==> config.mk <==
export PLATFORM = sky130hd
export DESIGN_NAME = monitor_trigger_reset_alarm_regs
export DESIGN_NICKNAME = d
export VERILOG_FILES = /design/src/mon_regs_pkg.sv /design/src/limit_compare.sv /design/src/conv_sequencer.sv /design/src/monitor_trigger_reset_alarm_regs.sv
export VERILOG_INCLUDE_DIRS = /design/src
export SDC_FILE = /design/constraint.sdc
export NUM_CORES = 1
export LEC_CHECK = 0
export BUFFER_PORTS_ARGS = -buffer_cell sky130_fd_sc_hd__buf_2
export CAP_MARGIN = 10
export CORE_ASPECT_RATIO = 2
export CORE_MARGIN = 3
export CORE_UTILIZATION = 37
export CTS_CLUSTER_DIAMETER = 60
export DETAILED_ROUTE_END_ITERATION = 8
export SLEW_MARGIN = 10
export SYNTH_ARGS = -nofsm -noshare
export SYNTH_HDL_FRONTEND = slang
export SYNTH_SLANG_ARGS = --single-unit
==> constraint.sdc <==
create_clock -name clk -period 2 [get_ports clk]
set_input_delay 0.3 -clock clk [delete_from_list [all_inputs] [get_ports clk]]
set_output_delay 0.3 -clock clk [all_outputs]
set_load 0.05 [all_outputs]
==> src/mon_regs_consts.svh <==
`ifndef MON_REGS_CONSTS_SVH
`define MON_REGS_CONSTS_SVH
// Printed offsets are indices; byte address is four times the index
`define IDX_TRIGGER 8'h1C
`define IDX_SWRESET 8'h1D
`define IDX_ALARM 8'h1E
`define IDX_CONFIG 8'h20
`define IDX_ALARM_EN 8'h21
`define IDX_LIMITS 8'h22
`define IDX_IRQ_STATUS 8'h23
`define IDX_IRQ_MASK 8'h24
`define IDX_CONV_STATUS 8'h25
`define BIT_OUT_LOAD 1
`define BIT_CONV_START 0
`define BIT_SRC_SELECT 13
`define BIT_READY 14
`define RESET_KEY 4'hC
`define ALARM_RESERVED_MASK 16'hF7FF
`define RESET_VALUE_16 16'h0000
`define LIMIT_A_LSB 0
`define LIMIT_B_LSB 16
`define CONV_TIME_NS 2000
`define CLK_PERIOD_NS 100
`define CONV_CYCLES ((`CONV_TIME_NS + `CLK_PERIOD_NS - 1) / `CLK_PERIOD_NS)
`define IRQ_BIT_SWRESET 2
`define IRQ_BIT_CONV_DONE 1
`define IRQ_BIT_ALARM 0
`endif

==> src/mon_regs_pkg.sv <==
package mon_regs_pkg;
   typedef struct packed {
      logic [11:0] out4;
      logic [11:0] out3;
      logic [11:0] out2;
      logic [11:0] out1;
   } out_codes_t;

   typedef struct packed {
      logic [3:0] intOver;
      logic [3:0] csOver;
      logic negSupplyBad;
      logic remote2Hi;
      logic remote2Lo;
      logic remote1Hi;
      logic remote1Lo;
      logic localHi;
      logic localLo;
      logic remote2En;
      logic remote1En;
      logic localEn;
   } sense_in_t;

   typedef enum logic [1:0] {
      CONV_IDLE,
      CONV_RUN
   } conv_state_t;
endpackage

==> src/limit_compare.sv <==
`timescale 1ns/1ps
module limit_compare (
   input wire logic clk, // Clock
   input wire logic arst_n, // Async reset, active low
   input wire logic [11:0] code, // Output converter code
   input wire logic [11:0] limit, // Upper limit
   output logic over // Code above limit, registered
);
   always_ff @(posedge clk or negedge arst_n) begin
      if (!arst_n) begin
         over <= 1'b0;
      end else begin
         over <= code > limit;
      end
   end
endmodule

==> src/conv_sequencer.sv <==
`timescale 1ns/1ps
`include "mon_regs_consts.svh"
module conv_sequencer (
   input wire logic clk, // Clock
   input wire logic arst_n, // Async reset, active low
   input wire logic softRst, // Device soft reset pulse
   input wire logic startReq, // Start request pulse
   input wire logic enabled, // Converter powered and set up
   output logic ready, // Ready to be triggered
   output logic started, // Pulse when conversion begins
   output logic done // Pulse when conversion ends
);
   mon_regs_pkg::conv_state_t state;
   logic [15:0] count;

   always_ff @(posedge clk or negedge arst_n) begin
      if (!arst_n) begin
         state <= mon_regs_pkg::CONV_IDLE;
         count <= 16'h0000;
         started <= 1'b0;
         done <= 1'b0;
      end else begin
         started <= 1'b0;
         done <= 1'b0;
         if (softRst) begin
            state <= mon_regs_pkg::CONV_IDLE;
            count <= 16'h0000;
         end else begin
            unique case (state)
               mon_regs_pkg::CONV_IDLE: begin
                  if (startReq && ready) begin
                     state <= mon_regs_pkg::CONV_RUN;
                     count <= 16'(`CONV_CYCLES - 1);
                     started <= 1'b1;
                  end
               end
               mon_regs_pkg::CONV_RUN: begin
                  if (count == 16'h0000) begin
                     state <= mon_regs_pkg::CONV_IDLE;
                     done <= 1'b1;
                  end else begin
                     count <= count - 16'h0001;
                  end
               end
            endcase
         end
      end
   end

   // Ready drops while running, returns once stopped
   always_ff @(posedge clk or negedge arst_n) begin
      if (!arst_n) begin
         ready <= 1'b0;
      end else begin
         ready <= enabled && !softRst && (state == mon_regs_pkg::CONV_IDLE) && !(startReq && ready);
      end
   end
endmodule

==> src/monitor_trigger_reset_alarm_regs.sv <==
`timescale 1ns/1ps
`include "mon_regs_consts.svh"
// Operation
// Trigger bit 1 loads synchronous outputs together
// Load strobe self-clears after data update
// Trigger bit 0 starts a conversion
// Start strobe self-clears once conversion begins
// Start ignored unless converter is ready
// Key 1100 resets device; else nothing
// Bits 15/14: outputs 4/3 over limit
// Bits 13/12: outputs 2/1 over limit
// Bit 10 negative supply; bit 11 zero
// Bits 9/8: remote 2 high/low
// Bits 7/6: remote 1 high/low
// Remote alarms zero while sensor disabled
// Bits 5/4: local sensor high/low
// Local alarms zero while sensor disabled
// Bits 3..0: channel range alarms
// Select bit picks internal or current-sense
// Alarm pin only from enabled alarms
// Ready flag low while converting
// Software writes zero to reserved bits
module monitor_trigger_reset_alarm_regs (
   input wire logic clk, // Clock, 10 MHz
   input wire logic arst_n, // Async reset, active low
   input wire logic [31:0] s_axi_awaddr, // Write address
   input wire logic s_axi_awvalid, // Write address valid
   output logic s_axi_awready, // Write address ready
   input wire logic [31:0] s_axi_wdata, // Write data
   input wire logic [3:0] s_axi_wstrb, // Write strobes
   input wire logic s_axi_wvalid, // Write data valid
   output logic s_axi_wready, // Write data ready
   output logic [1:0] s_axi_bresp, // Write response
   output logic s_axi_bvalid, // Write response valid
   input wire logic s_axi_bready, // Write response ready
   input wire logic [31:0] s_axi_araddr, // Read address
   input wire logic s_axi_arvalid, // Read address valid
   output logic s_axi_arready, // Read address ready
   output logic [31:0] s_axi_rdata, // Read data
   output logic [1:0] s_axi_rresp, // Read response
   output logic s_axi_rvalid, // Read data valid
   input wire logic s_axi_rready, // Read data ready
   input wire mon_regs_pkg::out_codes_t outCodes, // Output converter codes
   input wire mon_regs_pkg::sense_in_t senseIn, // Sensor comparator inputs
   input wire logic convEnabled, // Sampling converter set up
   output logic syncOutputLoad, // Pulse: load sync outputs
   output logic convStartPulse, // Pulse: conversion begun
   output logic deviceSoftReset, // Pulse: whole-device reset
   output logic alarmOutputPin, // Alarm output, active high
   output logic irq // Interrupt, level
);
   logic awHeld;
   logic wHeld;
   logic [7:0] awIdx;
   logic [31:0] wData;
   logic [3:0] wStrb;
   logic doWrite;
   logic [7:0] arIdx;
   logic [15:0] configReg;
   logic [15:0] alarmEnReg;
   logic [31:0] limitsReg;
   logic [15:0] irqStatusReg;
   logic [15:0] irqMaskReg;
   logic [1:0] triggerReg;
   logic loadPending;
   logic startPending;
   logic [15:0] alarmFlags;
   logic [15:0] alarmPrev;
   logic [3:0] outOver;
   logic [3:0] chanRange;
   logic convReady;
   logic convStarted;
   logic convDone;
   logic softRst;
   logic [15:0] irqSet;
   logic [15:0] irqClr;
   logic [15:0] rdValue;
   logic rdHit;
   logic wrHit;

   // AXI write channel: address and data taken in either order
   assign doWrite = awHeld && wHeld && !s_axi_bvalid;

   always_ff @(posedge clk or negedge arst_n) begin
      if (!arst_n) begin
         awHeld <= 1'b0;
         wHeld <= 1'b0;
         awIdx <= 8'h00;
         wData <= 32'h0000_0000;
         wStrb <= 4'h0;
         s_axi_awready <= 1'b0;
         s_axi_wready <= 1'b0;
         s_axi_bvalid <= 1'b0;
         s_axi_bresp <= 2'b00;
      end else begin
         s_axi_awready <= !awHeld && !s_axi_awready && !s_axi_awvalid ? 1'b1 : (!awHeld && !s_axi_awready);
         s_axi_wready <= !wHeld && !s_axi_wready;
         if (s_axi_awvalid && s_axi_awready) begin
            awHeld <= 1'b1;
            awIdx <= s_axi_awaddr[9:2];
            s_axi_awready <= 1'b0;
         end
         if (s_axi_wvalid && s_axi_wready) begin
            wHeld <= 1'b1;
            wData <= s_axi_wdata;
            wStrb <= s_axi_wstrb;
            s_axi_wready <= 1'b0;
         end
         if (doWrite) begin
            s_axi_bvalid <= 1'b1;
            s_axi_bresp <= wrHit ? 2'b00 : 2'b10;
         end else if (s_axi_bvalid && s_axi_bready) begin
            s_axi_bvalid <= 1'b0;
            awHeld <= 1'b0;
            wHeld <= 1'b0;
         end
      end
   end

   always_comb begin
      unique case (awIdx)
         `IDX_TRIGGER, `IDX_SWRESET, `IDX_CONFIG, `IDX_ALARM_EN, `IDX_LIMITS, `IDX_IRQ_STATUS,
         `IDX_IRQ_MASK: wrHit = 1'b1;
         default: wrHit = 1'b0;
      endcase
   end

   // Read channel
   assign arIdx = s_axi_araddr[9:2];

   always_comb begin
      rdHit = 1'b1;
      unique case (arIdx)
         `IDX_TRIGGER: rdValue = `RESET_VALUE_16;
         `IDX_SWRESET: rdValue = `RESET_VALUE_16;
         `IDX_ALARM: rdValue = alarmFlags & `ALARM_RESERVED_MASK;
         `IDX_CONFIG: rdValue = configReg;
         `IDX_ALARM_EN: rdValue = alarmEnReg;
         `IDX_LIMITS: rdValue = limitsReg[15:0];
         `IDX_IRQ_STATUS: rdValue = irqStatusReg;
         `IDX_IRQ_MASK: rdValue = irqMaskReg;
         `IDX_CONV_STATUS: rdValue = {1'b0, convReady, 14'h0000} | {14'h0000, loadPending, startPending};
         default: begin
            rdValue = 16'h0000;
            rdHit = 1'b0;
         end
      endcase
   end

   always_ff @(posedge clk or negedge arst_n) begin
      if (!arst_n) begin
         s_axi_arready <= 1'b0;
         s_axi_rvalid <= 1'b0;
         s_axi_rdata <= 32'h0000_0000;
         s_axi_rresp <= 2'b00;
      end else begin
         s_axi_arready <= !s_axi_rvalid && !s_axi_arready;
         if (s_axi_arvalid && s_axi_arready) begin
            s_axi_arready <= 1'b0;
            s_axi_rvalid <= 1'b1;
            s_axi_rdata <= {16'h0000, rdValue};
            s_axi_rresp <= rdHit ? 2'b00 : 2'b10;
         end else if (s_axi_rvalid && s_axi_rready) begin
            s_axi_rvalid <= 1'b0;
         end
      end
   end

   // Software reset key, only low byte lane matters
   assign softRst = doWrite && awIdx == `IDX_SWRESET && wStrb[0] && wData[3:0] == `RESET_KEY;

   // Configuration registers; returned to defaults by the soft reset
   always_ff @(posedge clk or negedge arst_n) begin
      if (!arst_n) begin
         configReg <= `RESET_VALUE_16;
         alarmEnReg <= `RESET_VALUE_16;
         limitsReg <= 32'h0000_0000;
         irqMaskReg <= `RESET_VALUE_16;
      end else if (softRst) begin
         configReg <= `RESET_VALUE_16;
         alarmEnReg <= `RESET_VALUE_16;
         limitsReg <= 32'h0000_0000;
         irqMaskReg <= `RESET_VALUE_16;
      end else if (doWrite) begin
         for (int b = 0; b < 4; b++) begin
            if (wStrb[b] && awIdx == `IDX_LIMITS) begin
               limitsReg[b*8 +: 8] <= wData[b*8 +: 8];
            end
         end
         for (int b = 0; b < 2; b++) begin
            if (wStrb[b]) begin
               if (awIdx == `IDX_CONFIG) begin
                  configReg[b*8 +: 8] <= wData[b*8 +: 8];
               end
               if (awIdx == `IDX_ALARM_EN) begin
                  alarmEnReg[b*8 +: 8] <= wData[b*8 +: 8];
               end
               if (awIdx == `IDX_IRQ_MASK) begin
                  irqMaskReg[b*8 +: 8] <= wData[b*8 +: 8];
               end
            end
         end
      end
   end

   // Trigger strobes: write-only, reserved bits dropped
   assign triggerReg = (doWrite && awIdx == `IDX_TRIGGER && wStrb[0]) ? wData[1:0] : 2'b00;

   always_ff @(posedge clk or negedge arst_n) begin
      if (!arst_n) begin
         loadPending <= 1'b0;
         syncOutputLoad <= 1'b0;
      end else begin
         syncOutputLoad <= triggerReg[`BIT_OUT_LOAD] && !softRst;
         loadPending <= triggerReg[`BIT_OUT_LOAD] && !softRst;
      end
   end

   // Start request lives one cycle; a busy converter drops it
   always_ff @(posedge clk or negedge arst_n) begin
      if (!arst_n) begin
         startPending <= 1'b0;
         convStartPulse <= 1'b0;
         deviceSoftReset <= 1'b0;
      end else begin
         startPending <= triggerReg[`BIT_CONV_START] && !softRst;
         convStartPulse <= convStarted;
         deviceSoftReset <= softRst;
      end
   end

   conv_sequencer convSeq (
      .clk(clk),
      .arst_n(arst_n),
      .softRst(softRst),
      .startReq(startPending),
      .enabled(convEnabled),
      .ready(convReady),
      .started(convStarted),
      .done(convDone)
   );

   // Output limit comparators
   limit_compare cmp1 (.clk(clk), .arst_n(arst_n), .code(outCodes.out1),
      .limit(limitsReg[`LIMIT_A_LSB +: 12]), .over(outOver[0]));
   limit_compare cmp2 (.clk(clk), .arst_n(arst_n), .code(outCodes.out2),
      .limit(limitsReg[`LIMIT_A_LSB +: 12]), .over(outOver[1]));
   limit_compare cmp3 (.clk(clk), .arst_n(arst_n), .code(outCodes.out3),
      .limit(limitsReg[`LIMIT_B_LSB +: 12]), .over(outOver[2]));
   limit_compare cmp4 (.clk(clk), .arst_n(arst_n), .code(outCodes.out4),
      .limit(limitsReg[`LIMIT_B_LSB +: 12]), .over(outOver[3]));

   assign chanRange = configReg[`BIT_SRC_SELECT] ? senseIn.csOver : senseIn.intOver;

   // Alarm status, live view of conditions
   always_ff @(posedge clk or negedge arst_n) begin
      if (!arst_n) begin
         alarmFlags <= `RESET_VALUE_16;
      end else begin
         alarmFlags[15:14] <= {outOver[3], outOver[2]};
         alarmFlags[13:12] <= {outOver[1], outOver[0]};
         alarmFlags[11] <= 1'b0;
         alarmFlags[10] <= senseIn.negSupplyBad;
         alarmFlags[9:8] <= senseIn.remote2En ? {senseIn.remote2Hi, senseIn.remote2Lo} : 2'b00;
         alarmFlags[7:6] <= senseIn.remote1En ? {senseIn.remote1Hi, senseIn.remote1Lo} : 2'b00;
         alarmFlags[5:4] <= senseIn.localEn ? {senseIn.localHi, senseIn.localLo} : 2'b00;
         alarmFlags[3:0] <= chanRange;
      end
   end

   always_ff @(posedge clk or negedge arst_n) begin
      if (!arst_n) begin
         alarmOutputPin <= 1'b0;
         alarmPrev <= `RESET_VALUE_16;
      end else begin
         alarmOutputPin <= |(alarmFlags & alarmEnReg & `ALARM_RESERVED_MASK);
         alarmPrev <= alarmFlags;
      end
   end

   // Sticky interrupt status; a set in the clearing cycle wins
   always_comb begin
      irqSet = 16'h0000;
      irqSet[`IRQ_BIT_ALARM] = |(alarmFlags & ~alarmPrev);
      irqSet[`IRQ_BIT_CONV_DONE] = convDone;
      irqSet[`IRQ_BIT_SWRESET] = softRst;
      irqClr = 16'h0000;
      if (doWrite && awIdx == `IDX_IRQ_STATUS) begin
         irqClr = wData[15:0] & {{8{wStrb[1]}}, {8{wStrb[0]}}};
      end
   end

   always_ff @(posedge clk or negedge arst_n) begin
      if (!arst_n) begin
         irqStatusReg <= `RESET_VALUE_16;
         irq <= 1'b0;
      end else begin
         irqStatusReg <= (irqStatusReg & ~irqClr) | irqSet;
         irq <= |(irqStatusReg & irqMaskReg);
      end
   end
endmodule

; After elaboration in Yosys (flattened, before gate mapping)
; Cells that the tools add are included.
[classes]
add_sub_neg = 1
n_lt_le_gt_ge = 4
n_eq_ne = 21
muxes = 63
bitwise_logic = 9
n_reduce_logical = 68
[ops]
columns = cell, count
row1 = two-way mux 16 bit, 10
row2 = two-way mux 8 bit, 15
row3 = one-hot mux 16 bit (7 select lines), 1
row4 = equality test 8 x 6 -> 1 bit (second input constant), 11
row5 = AND 16 bit, 5
row6 = two-way mux 28 bit, 2
row7 = greater-than comparator 12 bit, 4
row8 = equality test 8 x 5 -> 1 bit (second input constant), 5
row9 = NOT 16 bit, 2
row10 = one-hot mux 16 bit (2 select lines), 1
row11 = OR reduction 16 bit, 2
row12 = logical AND 1 bit, 27
row13 = nonzero test 2 bit, 12
row14 = two-way mux 1 bit, 22
row15 = two-way mux 2 bit, 9
row16 = AND reduction 3 bit, 6
row17 = logical NOT 16 bit, 1
row18 = bitwise OR 16 x 3 -> 16 bit, 1
row19 = subtractor 16 x 1 -> 16 bit (second input constant), 1
row20 = bitwise OR 15 x 2 -> 15 bit, 1
row21 = OR reduction 15 bit, 1
row22 = AND reduction 2 bit, 6
row23 = logical NOT 1 bit, 10
row24 = OR reduction 9 bit, 1
row25 = other kinds (8), 10
[totals]
regBits = 220
inputBits = 174
output_inout_bits = 46

; Logic depth before layout (Yosys ltp)
[depth]
ltp_word = 9
mapped_depth = 9
mapped_depth_nobuf = 7

; By module
; A second synthesis with hierarchy kept.
[unflattened]
cells_unflattened = 1015
hier_area_um2 = 10837.9
[modules_own_cells]
columns = mod, instances, cells_per_inst, area_each_um2, seq_area_each_um2
row1 = monitor_trigger_reset_alarm_regs, 1, 738, 8453.1, 4829.6
row2 = limit_compare, 4, 43, 321.6, 25.0
row3 = conv_sequencer, 1, 105, 1098.6, 500.5

; Least setup slack after synthesis
; OpenSTA, ideal clock, no wires.
[synth_timing]
kind = reg2reg
start = reg s_axi_bvalid
end = reg alarmEnReg[0]
setup_time_ns = 0.125
arrival_time_ns = 2.142
path_slack_ns = -0.267
stages_incl_launch_ff = 8
cell_sequence = dfrtp_1 and4b_1 buf_2 and4_1 buf_2 buf_4 o21ai_4 mux2_2
[synth_via]
elab_chain_len = 7
[synth_rtl]
columns = element, line
row1 = start: declaration, monitor_trigger_reset_alarm_regs.sv:34  ; output logic s_axi_bvalid,
row2 = start signal: assignment, monitor_trigger_reset_alarm_regs.sv:93  ; s_axi_bvalid <= 1'b0;
row3 = start signal: assignment, monitor_trigger_reset_alarm_regs.sv:110  ; s_axi_bvalid <= 1'b1;
row4 = start signal: assignment, monitor_trigger_reset_alarm_regs.sv:113  ; s_axi_bvalid <= 1'b0;
row5 = logical NOT 1 bit *, monitor_trigger_reset_alarm_regs.sv:82  ; assign doWrite = awHeld && wHeld && !s_axi_bvalid;
row6 = logical AND 1 bit *, monitor_trigger_reset_alarm_regs.sv:82
row7 = logical AND 1 bit (no line), --
row8 = logical AND 1 bit, monitor_trigger_reset_alarm_regs.sv:170  ; assign softRst = doWrite && awIdx == `IDX_SWRESET && wStrb[0] && wData[3:0] == `RESET_KEY;
row9 = logical AND 1 bit (no line), --
row10 = nonzero test 2 bit (no line), --
row11 = AND reduction 3 bit (no line), --
row12 = end signal: assignment, monitor_trigger_reset_alarm_regs.sv:176  ; alarmEnReg <= `RESET_VALUE_16;
row13 = end signal: assignment, monitor_trigger_reset_alarm_regs.sv:181  ; alarmEnReg <= `RESET_VALUE_16;
row14 = end signal: indexed assignment, monitor_trigger_reset_alarm_regs.sv:196  ; alarmEnReg[b*8 +: 8] <= wData[b*8 +: 8];
row15 = end: declaration, monitor_trigger_reset_alarm_regs.sv:60  ; logic [15:0] alarmEnReg;
; Mark *: on every way between the ends. The rest lies on a longest branch, timed or not.
; A chain may end at the register's enable or synchronous reset.

; Final worst setup path
[layout_timing]
start = reg awIdx[7]
end = reg configReg[6]
[layout_via]
elab_chain_len = 6
[layout_rtl]
columns = element, line
row1 = start: declaration, monitor_trigger_reset_alarm_regs.sv:54  ; logic [7:0] awIdx;
row2 = start signal: assignment, monitor_trigger_reset_alarm_regs.sv:100  ; awIdx <= s_axi_awaddr[9:2];
row3 = equality test 8 x 5 -> 1 bit, --
row4 = logical AND 1 bit (no line), --
row5 = logical AND 1 bit, monitor_trigger_reset_alarm_regs.sv:170
row6 = logical AND 1 bit (no line), --
row7 = nonzero test 2 bit (no line), --
row8 = AND reduction 3 bit (no line), --
row9 = end signal: assignment, monitor_trigger_reset_alarm_regs.sv:175  ; configReg <= `RESET_VALUE_16;
row10 = end signal: assignment, monitor_trigger_reset_alarm_regs.sv:180  ; configReg <= `RESET_VALUE_16;
row11 = end signal: indexed assignment, monitor_trigger_reset_alarm_regs.sv:193  ; configReg[b*8 +: 8] <= wData[b*8 +: 8];
row12 = end: declaration, monitor_trigger_reset_alarm_regs.sv:59  ; logic [15:0] configReg;
; Parallel ways exist; a longest one is shown, timed or not.

==> metrics.cfg <==
[synthesis]
synthDistinctLibCells = 78
synth_edf_count = 0
synth_seq_area_share_pct = 50.9
post-synth-top-count-cell = dfrtp_1
synthesis.area_mm2 = 0.0107
synth_top_cell_area_share_pct = 50.9
ys_ff_latch = 217
synthesis.instances = 956
cell_types_occupying_the_most_area_after_synthesis = dfrtp_1 51%, mux2_2 7.0%, ha_1 5.7%, o21ai_0 2.4%, inv_1 2.3%
async_reset_ff_share_pct = 100
post-synth-top-area-cell = dfrtp_1
synth_commonest_cells = 217 x dfrtp_1, 66 x mux2_2, 65 x inv_1
synth_ff_type = dfrtp_1
synth.yosys.warnings = 0
syn_avg_cell_area_um2 = 11.2

[floorplanning]
die_x_um = 126
placementRows = 87
design.die.area_mm2 = 0.0310
initial_utilization_pct = 37.7
coreArea_mm2 = 0.0283
die_height_um = 246
io_pins = 220

[cts]
cts.clk_slew.worst_paths_ns = 0.06
sink_count_of_the_clock_tree = 217
tritoncts_clock_tree = built
clock_tree.buffer_depth = 3
cts_made_buffers = 21
cts.htree.levels = 1
worst_skew_pair.late_latency_ns = 0.51
cts_root_buffer = clkbuf_16

[sta]
timing.fmax_mhz = 476
postLayoutSetupSlackWorst_ns = -0.101
relSlewSlack_pct = 55.1
skew_ns = 0.00701
setup_violations = 58
fin_hold_ws_ns = 0.0169
timing_worst_slew_pin_value_ns = 0.674
timing.final.crit_share_pct = 105
layout_min_cycle_time_ns = 2.10
rsz_0062_raised_after_global_routing = yes
final-hold-violation-count = 0
timing_max_transition_violations_final = 0
setup_tns_ns = -2.45

[setup_path]
critical_path_arrival_ns = 2.49
timing_worst_setup_path_type = flop to flop
cp_max_fo = 8
slowest_stage = or4b_4
rrSetupSlack_ns = -0.10
cpLargestDelayFamily = simple AND/OR/NAND/NOR gates
crit_buf_inv = 2
timing.critical_path.cells = or4b_4 > buf_6 > nor3_4 > a21oi_1 > nand2b_4 > buf_6 > mux2_1
startpoint_types = flop
slowest_delay_ns = 0.58
most_prevalent_standard_cell_on_the_critical_path = buf_6
worstSetupEndpointType = flop
worstPathRequired_ns = 2.39

[place]
dp_hpwl_um = 24300
port_buffers = 149
postPlaceCellArea_mm2 = 0.0126
gp_congestion = 0.947
dpl_worst_slack_ns = -0.383

[global_routing]
grt_pass1_vias = 9025
number_of_antenna_violations_at_the_first_check_in_global_routing = 0
grt-ovfl-total = 0
maximum_number_of_pins_on_one_net_before_global_route_repair = 75
global_router_s_overall_resource_usage_pct = 20.2
grt_first_pass_wirelength_um = 49600

[layout]
layout_cell_share_with_drive_strength_beyond_1_pct = 37.2
stdcell_area_mm2 = 0.0141
antenna-diode-count = 0
nets = 1457
area_delta_synth_final_pct = 31.7
fillerInstances = 2586

[power]
peakVddDrop_uv = 840
post-layout-total-power_mw = 14.1
p_per_area_mw_per_mm2 = 1000
power.leakage_nw = 6.75

[drt]
wl_per_cell_um = 19.7
dr.pass1.iters = 5
number_of_drc_violations_after_detailed_routing_iteration_0 = 433
number_of_remaining_drc_errors = 0
drt-vias-per-instance = 5.34
antenna_left = 0
dr_total_vias = 8572
detail_route.wirelength_um = 31700

[worst_hold_path]
hold_path_class = primary input to flop

[run_status]
status = finished, violations left
failed_checks = negative setup slack

[job]
drv.max_cap_violation_count = 0

[layout by cell type (no fill, tap or decap), types with 15 or more instances in the layout]
cell type / synthesis / routed
dlygate4sd3_1: 0 / 17
buf_4: 19 / 97
nor2_1: 33 / 33
buf_2: 11 / 149
mux2_2: 66 / 52
clkbuf_16: 0 / 21
a21o_1: 18 / 18
mux2i_1: 15 / 15
a22oi_1: 15 / 15
nand2_1: 64 / 59
dfrtp_1: 217 / 215
ha_1: 49 / 48
a21oi_1: 34 / 31
conb_1: 1 / 18
mux2_4: 0 / 18
o21ai_1: 2 / 26
o21ai_0: 52 / 25
nand3_2: 1 / 21
inv_1: 65 / 65
nand4_1: 18 / 18
[sequential cells by signal (all words and copies together) (netlist names), 4 cells and up]
name and flops:
alarmFlags 15, limitsReg 28, irqStatusReg 16, convSeq.count 16
configReg 16, irqMaskReg 16, wStrb 4, awIdx 8
wData 28, alarmEnReg 16, alarmPrev 15, s_axi_rdata 16
[timing repair]
item / in CTS / in global routing
endpoints found under the hold margin: 63 / 0
pin swaps: 16 / 24
hold buffers: 17 / 0
gates cloned: 1 / 2
endpoints found under the setup margin: 95 / 93
buffers inserted: 9 / 10
gates resized for setup: 51 / 80
[cell families (layout without fill, tap and decap cells)]
group | count (synthesis) | in the layout | synth area share [%]
AND/OR/NAND/NOR | 238 | 238 | 12.1
AO/OA/AOI/OAI | 235 | 235 | 15.9
flip-flops | 217 | 217 | 50.9
buffers and inverters | 119 | 395 | 4.98
multiplexers | 96 | 96 | 10.3
adder cells (fa/ha/maj) | 49 | 49 | 5.74
other | 1 | 18 | 0.0351
XOR/XNOR | 1 | 1 | 0.0821
[through the flow]
step           util, %  cells
2_1_floorplan        -    973
3_3_place_gp      44.4   1530
3_5_place_dp      44.4   1530
4_1_cts           48.4   1594
5_1_grt           49.7   1605
6_report          49.7   1605
[path summary, 6_finish.rpt]
| check | start | endpoint | cells after the start |
|---|---|---|---|
| max reg2reg | awIdx[7]$_DFFE_PN0P_ | configReg[6]$_DFFE_PN0P_ | 7 |
| min in group asynchronous | arst_n | wData[6]$_DFFE_PN0P_ | 2 |
| min reg2reg | cmp4.over$_DFF_PN0_ | alarmFlags[15]$_DFF_PN0_ | 0 |
| max in group asynchronous | arst_n | configReg[5]$_DFFE_PN0P_ | 3 |
| max | awIdx[7]$_DFFE_PN0P_ | configReg[6]$_DFFE_PN0P_ | 7 |
| min | senseIn[2] | alarmFlags[8]$_DFF_PN0_ | 2 |
[power breakdown]
part	internal [mW]	leakage (nW)	switching [mW]
clock network	2.25	0.327	1.74
logic	1.79	3.60	2.35
registers	5.24	2.82	0.735
total	9.28	6.75	4.82
[cell type report]
type / instances / area, µm² / share of cell area, %
Sequential cell: 217 / 5430 / 38.7
Multi-Input combinational cell: 637 / 5190 / 36.9
Timing Repair Buffer: 290 / 2050 / 14.6
Clock buffer: 25 / 551 / 3.92
Tap cell: 356 / 445 / 3.17
Inverter: 67 / 251 / 1.79
Clock inverter: 13 / 133 / 0.944
[routing by layer]
metal  routed length [µm]  vias to the layer above  part of all wire [%]  GRT usage (%)
met1                11000                     4203                    35           21.1
met3                 1410                       82                   4.5           2.63
met5                    0                        -                     0              0
met2                17200                      254                    54           38.0
li1                     -                     4033                     -              -
met4                 2040                        0                   6.4           11.9
Note: power is estimated with default switching activity, not from simulation.
